File: config.mk
export PLATFORM = sky130hd
export DESIGN_NAME = interrupt_request_and_master_enable
export DESIGN_NICKNAME = d
export VERILOG_FILES = /design/src/rtl/irq_ctrl_pkg.sv /design/src/rtl/interrupt_request_and_master_enable.sv
export VERILOG_INCLUDE_DIRS = /design/src /design/src/rtl
export SDC_FILE = /design/constraint.sdc
export NUM_CORES = 1
export LEC_CHECK = 0
export BUFFER_PORTS_ARGS = -buffer_cell sky130_fd_sc_hd__buf_2
export CAP_MARGIN = 20
export CORE_UTILIZATION = 46
export DETAILED_ROUTE_END_ITERATION = 6
export PLACE_DENSITY_LB_ADDON = 0.25
export SYNTH_ARGS = -nofsm -noshare
export SYNTH_HDL_FRONTEND = slang
export SYNTH_SLANG_ARGS = --single-unit
File: constraint.sdc
create_clock -name ref_clk -period 2.7 [get_ports ref_clk]
set_input_delay 0.54 -clock ref_clk [delete_from_list [all_inputs] [get_ports ref_clk]]
set_output_delay 0.54 -clock ref_clk [all_outputs]
set_load 0.01 [all_outputs]
File: src/rtl/irq_ctrl_map.svh
`ifndef IRQ_CTRL_MAP_SVH
`define IRQ_CTRL_MAP_SVH

// ****************************************
// Register indices (byte address = 4 x index)
// ****************************************
`define REQ_IDX 12'hFC0
`define CTL_IDX 12'hFCF
`define SEL_IDX 12'hFD0
`define EVT_STAT_IDX 12'hFD1
`define EVT_EN_IDX 12'hFD2
`define EVT_CLR_IDX 12'hFD3

// ****************************************
// Field positions
// ****************************************
`define ME_BIT 7
`define PA5_SEL_BIT 5
`define EVT_NEW_REQ_BIT 0
`define EVT_ACK_BIT 1
`define EVT_SHARED_BIT 2

// ****************************************
// Reset values and masks
// ****************************************
`define REQ_RESET 8'h00
`define CTL_RESET 8'h00
`define SEL_RESET 8'h00
`define SEL_MASK 8'h3E
`define EVT_RESET 3'h0

`endif

File: src/rtl/irq_ctrl_pkg.sv
package irq_ctrl_pkg;

  // ****************************************
  // Bus and core carriers
  // ****************************************
  typedef struct packed {
    logic psel;
    logic penable;
    logic pwrite;
    logic [15:0] paddr;
    logic [31:0] pwdata;
  } apb_req_type;

  typedef struct packed {
    logic enableExec;
    logic disableExec;
    logic returnExec;
    logic ack;
  } core_cmd_type;

  typedef enum logic [2:0] {
    SEL_NONE = 3'b000,
    SEL_REQ = 3'b001,
    SEL_CTL = 3'b010,
    SEL_SRC = 3'b011,
    SEL_EVT_STAT = 3'b100,
    SEL_EVT_EN = 3'b101,
    SEL_EVT_CLR = 3'b110
  } reg_sel_type;

endpackage : irq_ctrl_pkg

File: src/rtl/interrupt_request_and_master_enable.sv
// The APB register port is this design's own decision.
`timescale 1ns/1ns
`include "irq_ctrl_map.svh"
// Functional notes
// - A peripheral request sets its request bit, held regardless of master enable.
// - With master enable set, any pending request is forwarded to the core.
// - With master enable clear, nothing is forwarded; request register stays readable.
// - Request bits: 7 timer2, 6 timer1, 5 timer0, 4 rx, 3 tx, 2 i2c, 1 spi, 0 adc.
// - Master enable bit 7 is set by enable, return instruction, or writing 1.
// - Master enable cleared by disable, core acknowledge, reset, or writing 0.
// - Control bits 6 to 0 read zero; software writes zero to them.
// - Select bit 5 picks port A pin 5 (0) or comparator 1 (1).
// - Select bits 4 to 1 pick port A pin x (0) or port D pin x (1).
module interrupt_request_and_master_enable
  import irq_ctrl_pkg::*;
(
  input wire logic ref_clk,
  input wire logic rst,
  input wire apb_req_type apbReq,
  output logic [31:0] prdata,
  output logic pready,
  output logic pslverr,
  input wire logic [7:0] periphReq,
  input wire core_cmd_type coreCmd,
  output logic coreIrq,
  input wire logic [5:1] portAPins,
  input wire logic [4:1] portDPins,
  input wire logic comparator1Out,
  output logic [5:1] sharedReq,
  output logic intOut
);

  // ****************************************
  // Address decode
  // ****************************************
  function automatic reg_sel_type decodeReg(input logic [15:0] addr);
    reg_sel_type sel;
    sel = SEL_NONE;
    if (addr == {2'b00, `REQ_IDX, 2'b00}) sel = SEL_REQ;
    else if (addr == {2'b00, `CTL_IDX, 2'b00}) sel = SEL_CTL;
    else if (addr == {2'b00, `SEL_IDX, 2'b00}) sel = SEL_SRC;
    else if (addr == {2'b00, `EVT_STAT_IDX, 2'b00}) sel = SEL_EVT_STAT;
    else if (addr == {2'b00, `EVT_EN_IDX, 2'b00}) sel = SEL_EVT_EN;
    else if (addr == {2'b00, `EVT_CLR_IDX, 2'b00}) sel = SEL_EVT_CLR;
    return sel;
  endfunction : decodeReg

  reg_sel_type regSel;
  logic setupPhase;
  logic accessPhase;
  logic wrStrobe;
  logic reqWrite;
  logic ctlWrite;
  logic srcWrite;
  logic evtEnWrite;
  logic evtClrWrite;

  assign regSel = decodeReg(apbReq.paddr);
  assign setupPhase = apbReq.psel && !apbReq.penable;
  assign accessPhase = apbReq.psel && apbReq.penable;
  // Zero wait states: every access completes in its first access cycle
  assign pready = 1'b1;
  assign wrStrobe = accessPhase && apbReq.pwrite;
  assign reqWrite = wrStrobe && (regSel == SEL_REQ);
  assign ctlWrite = wrStrobe && (regSel == SEL_CTL);
  assign srcWrite = wrStrobe && (regSel == SEL_SRC);
  assign evtEnWrite = wrStrobe && (regSel == SEL_EVT_EN);
  assign evtClrWrite = wrStrobe && (regSel == SEL_EVT_CLR);
  assign pslverr = accessPhase && (regSel == SEL_NONE);

  // ****************************************
  // Pin synchronisers
  // ****************************************
  // Ports A, D and the comparator are asynchronous to ref_clk
  logic [9:0] pinMeta_q;
  logic [9:0] pinSync_q;

  always_ff @(posedge ref_clk) begin
    if (rst) begin
      pinMeta_q <= 10'h000;
      pinSync_q <= 10'h000;
    end else begin
      pinMeta_q <= {comparator1Out, portDPins, portAPins};
      pinSync_q <= pinMeta_q;
    end
  end

  logic [5:1] paSync;
  logic [4:1] pdSync;
  logic compSync;

  assign paSync = pinSync_q[4:0];
  assign pdSync = pinSync_q[8:5];
  assign compSync = pinSync_q[9];

  // ****************************************
  // Source select register
  // ****************************************
  logic [7:0] srcSel_q;

  always_ff @(posedge ref_clk) begin
    if (rst) begin
      srcSel_q <= `SEL_RESET;
    end else if (srcWrite) begin
      // Bits 7, 6 and 0 are reserved and stay zero
      srcSel_q <= apbReq.pwdata[7:0] & `SEL_MASK;
    end
  end

  // ****************************************
  // Shared request muxes
  // ****************************************
  logic [5:1] sharedReq_d;
  logic [5:1] sharedReq_q;

  genvar x;
  generate
    for (x = 1; x <= 4; x++) begin : g_padx
      assign sharedReq_d[x] = srcSel_q[x] ? pdSync[x] : paSync[x];
    end
  endgenerate

  assign sharedReq_d[5] = srcSel_q[`PA5_SEL_BIT] ? compSync : paSync[5];

  always_ff @(posedge ref_clk) begin
    if (rst) begin
      sharedReq_q <= 5'h00;
    end else begin
      sharedReq_q <= sharedReq_d;
    end
  end

  assign sharedReq = sharedReq_q;

  // ****************************************
  // Request register
  // ****************************************
  logic [7:0] req_q;
  logic [7:0] req_d;

  always_comb begin
    req_d = req_q;
    if (reqWrite) begin
      req_d = apbReq.pwdata[7:0];
    end
    // A request in the same cycle overrides the software write
    req_d = req_d | periphReq;
  end

  always_ff @(posedge ref_clk) begin
    if (rst) begin
      req_q <= `REQ_RESET;
    end else begin
      req_q <= req_d;
    end
  end

  // ****************************************
  // Master enable
  // ****************************************
  // Reset state is taken from the map so the field position and value stay in one place
  localparam logic [7:0] CtlResetVal = `CTL_RESET;
  logic enable_q;
  logic ackTake;
  logic enSet;
  logic enClr;

  assign ackTake = coreCmd.ack && coreIrq;
  assign enSet = coreCmd.enableExec || coreCmd.returnExec
    || (ctlWrite && apbReq.pwdata[`ME_BIT]);
  assign enClr = coreCmd.disableExec || ackTake
    || (ctlWrite && !apbReq.pwdata[`ME_BIT]);

  always_ff @(posedge ref_clk) begin
    if (rst) begin
      enable_q <= CtlResetVal[`ME_BIT];
    end else if (enClr) begin
      // Disable wins so a racing acknowledge can never leave nesting open
      enable_q <= 1'b0;
    end else if (enSet) begin
      enable_q <= 1'b1;
    end
  end

  // Forwarded only while vectored operation is enabled
  assign coreIrq = enable_q && (|req_q);

  // ****************************************
  // Event status, enable and output
  // ****************************************
  logic [2:0] evtStat_q;
  logic [2:0] evtEn_q;
  logic [2:0] evtNow;

  assign evtNow[`EVT_NEW_REQ_BIT] = |(periphReq & ~req_q);
  assign evtNow[`EVT_ACK_BIT] = ackTake;
  assign evtNow[`EVT_SHARED_BIT] = |(sharedReq_d & ~sharedReq_q);

  always_ff @(posedge ref_clk) begin
    if (rst) begin
      evtStat_q <= `EVT_RESET;
    end else begin
      // Set wins over a same-cycle clear
      evtStat_q <= (evtStat_q & ~(evtClrWrite ? apbReq.pwdata[2:0] : 3'h0)) | evtNow;
    end
  end

  always_ff @(posedge ref_clk) begin
    if (rst) begin
      evtEn_q <= `EVT_RESET;
    end else if (evtEnWrite) begin
      evtEn_q <= apbReq.pwdata[2:0];
    end
  end

  assign intOut = |(evtStat_q & evtEn_q);

  // ****************************************
  // Read data
  // ****************************************
  logic [31:0] rdata_d;
  logic [31:0] rdata_q;

  always_comb begin
    rdata_d = 32'h0000_0000;
    case (regSel)
      SEL_REQ: rdata_d[7:0] = req_q;
      SEL_CTL: rdata_d[7:0] = {enable_q, 7'h00};
      SEL_SRC: rdata_d[7:0] = srcSel_q;
      SEL_EVT_STAT: rdata_d[2:0] = evtStat_q;
      SEL_EVT_EN: rdata_d[2:0] = evtEn_q;
      default: rdata_d = 32'h0000_0000;
    endcase
  end

  // Captured in the setup cycle so the data stands through the access cycle
  always_ff @(posedge ref_clk) begin
    if (rst) begin
      rdata_q <= 32'h0000_0000;
    end else if (setupPhase) begin
      rdata_q <= rdata_d;
    end
  end

  assign prdata = rdata_q;
endmodule : interrupt_request_and_master_enable

==> run_results.csv <==
group,metric,value,unit
worst_setup_path,crit_arrival,1.90,ns
synth,ys_async_sr_fraction,0,%
layout,nets,413,
global_routing,grt_usage,18.47,%
route,drtIter0Drc,128,
cts,postCtsHoldBufs,0,
cts,post_cts_resize_count,0,
route,vias_per_cell,4.905,
cts,clkSinkCount,53,
floorplanning,io_pins,116,
route,drc,0,
synth,synth_top_area_share,43.07,%
timing,setup_violations,0,
layout,regArea,0.001061,mm²
floorplanning,die_h,75.18,µm
placement,port_buffers,66,
placement,dp_cells,401,
layout,fin_area,0.002898,mm²
cts,clk_pin_slew_worst_paths,0.10,ns
floorplanning,fp.dieArea,0.005652,mm²
synth,synth.area.top_cells,"dfxtp_1 43%, mux2i_1 8.5%, buf_4 7.6%, nor2b_1 5.8%, nor2_1 3.2%",
route,wl_per_cell,12.42,µm
synth,ys_ff_latch,53,
timing,fin_setup_tns,0,ns
timing,setup_ws,0.2558,ns
timing,skew,0.006948,ns
floorplanning,coreArea,0.005140,mm²
cts,cts_made_buffers,5,
synth,yosysMostFrequentCell,"dfxtp_1",
global_routing,grt_overflow,0,
synth,mappedNetlistArea,0.002464,mm²
timing,hold_ws,0.4303,ns
placement,dpl_cell_area,0.002785,mm²
layout,layout.cells.non_filler,409,
floorplanning,start_util,47.93,%
route,drtPass1Iterations,4,
placement,pre_cts_ws,0.1962,ns
cts,post-cts-setup-buffers,0,
timing,min_period_over_period,90.52,%
timing,maxSlewViolCount,0,
pwr,power,1.519,mW
synth,synth_edf_count,0,
global_routing,grt_max_degree,47,
layout,fin_util,56.38,%
pwr,peakVddDrop,0.3705,mV
cts,cts-root-buf,"clkbuf_8",
timing,hold_viol_final,0,
synth,yosysTopAreaCell,"dfxtp_1",
route,wl,5.081,mm
pwr,p_leak,1.332,nW
worst_setup_path,worstSetupEndpointType,"output port",
layout,drive_gt1_share,26.55,%
worst_setup_path,required,2.16,ns
floorplanning,rows,26,
worst_setup_path,path_max_fanout,3,
pwr,powerDensity,524.1,mW/mm²
cts,worstSkewPairLatency,0.30,ns
cts,cts_tree,"done",
status,status,"finished clean",
worst_setup_path,start_kind,"input pin",
global_routing,grt_pass1_wl,7.790,mm
flow_run,cap_violations,0,
route,via_count,2006,
layout,syn_to_final_growth,17.62,%
worst_setup_path,path_class,"in2out",
synth,ys_warn_count,0,
worst_hold_path,hold_class,"in2reg",
synth,ys_types,46,
route,antenna_left,0,
floorplanning,die_w,75.18,µm
global_routing,antenna_found_initial,0,
cts,clockBufferDepth,2,
layout,multiInputGateArea,0.001224,mm²
global_routing,grt_pass1_vias,1685,
timing,min_period,2.444,ns
placement,routabilityCongestion,0.8353,
synth,synthCells,270,
timing,worst_slew_pin_slew,0.5157,ns
layout,num_antenna_cells,0,
synth,synth_seq_area_share,43.07,%
synth,ys_top_cells_by_count,"53 x dfxtp_1, 25 x buf_4, 23 x nor2b_1",
timing,rsz0062_at_grt,"no",
cts,htree_levels,2,
timing,max_freq,409.1,MHz
synth,synth_flop_cell,"dfxtp_1",
synth,avgSynthCellArea,9.124,µm²
layout,nFillCells,518,
placement,dp_hpwl,3.923,mm
timing,slew_headroom,65.31,%
## power by group
part | total, mW | switching [mW] | leakage (nW) | internal [mW]
registers | 0.827 | 0.0168 | 0.436 | 0.811
clock network | 0.537 | 0.259 | 0.0585 | 0.278
logic | 0.155 | 0.0873 | 0.838 | 0.0672
total | 1.52 | 0.363 | 1.33 | 1.16
## area by class of cell
type,instances,area share [%]
flip-flops and latches,53,36.61
well taps,70,3.022
clock buffers,5,2.375
repair buffers,71,12.69
inverters,12,1.554
clock inverters,3,1.511
multi-input cells,195,42.23
## path summary, 6_finish.rpt
kind,startpoint,endpoint,slack [ns],cells after the start
max,apbReq[47],pslverr,0.26,6
min,coreCmd[2],enable_q,0.43,2
max reg2reg,req_q[2],enable_q,1.22,3
min reg2reg,pinMeta_q[9],pinSync_q[9],0.44,1
## registers in the layout, summed over array words and instances (netlist names)
name       cells
evtEn_q        3
pinMeta_q     10
prdata         8
srcSel_q       5
enable_q       1
req_q          8
sharedReq      5
pinSync_q     10
evtStat_q      3
## cells in the final DEF, fill, tap and decap left out, drive strengths merged, types with 4 or more instances in the layout
master / instances
nor4: 5
inv: 13
nand2: 17
nor3: 8
dfxtp: 53
mux2i: 21
conb: 25
a22oi: 4
clkbuf: 5
nand3: 4
nor2: 21
o21ai: 4
a21oi: 13
a21boi: 4
nor2b: 23
a221oi: 4
o22ai: 6
buf: 71
and3: 5
## worst max-delay path: stages
cell and delay, ns:
buf_2 0.10, or4bb_1 0.56, nor2_1 0.25, o211ai_1 0.13
and3_1 0.19, buf_2 0.13
## layer usage
metal / track usage [%] / share of wire, %
met5: 0 / 0
met2: 31.23 / 49
met1: 23.81 / 44
met4: 4.938 / 0.75
met3: 4.284 / 6.0
## kinds of logic (layout without fill, tap and decap cells)
kind of cell	after synthesis	in the layout	synth area share [%]
xor gates and xnor gates	1	1	0.3556
other	2	25	0.3048
and+or+nand+nor	101	101	23.62
buffers and inverters	45	91	10.77
muxes	24	24	9.903
DFF	53	53	43.07
AOI/OAI and AO/OA	44	44	11.99
Note: power is estimated with default switching activity, not from simulation.
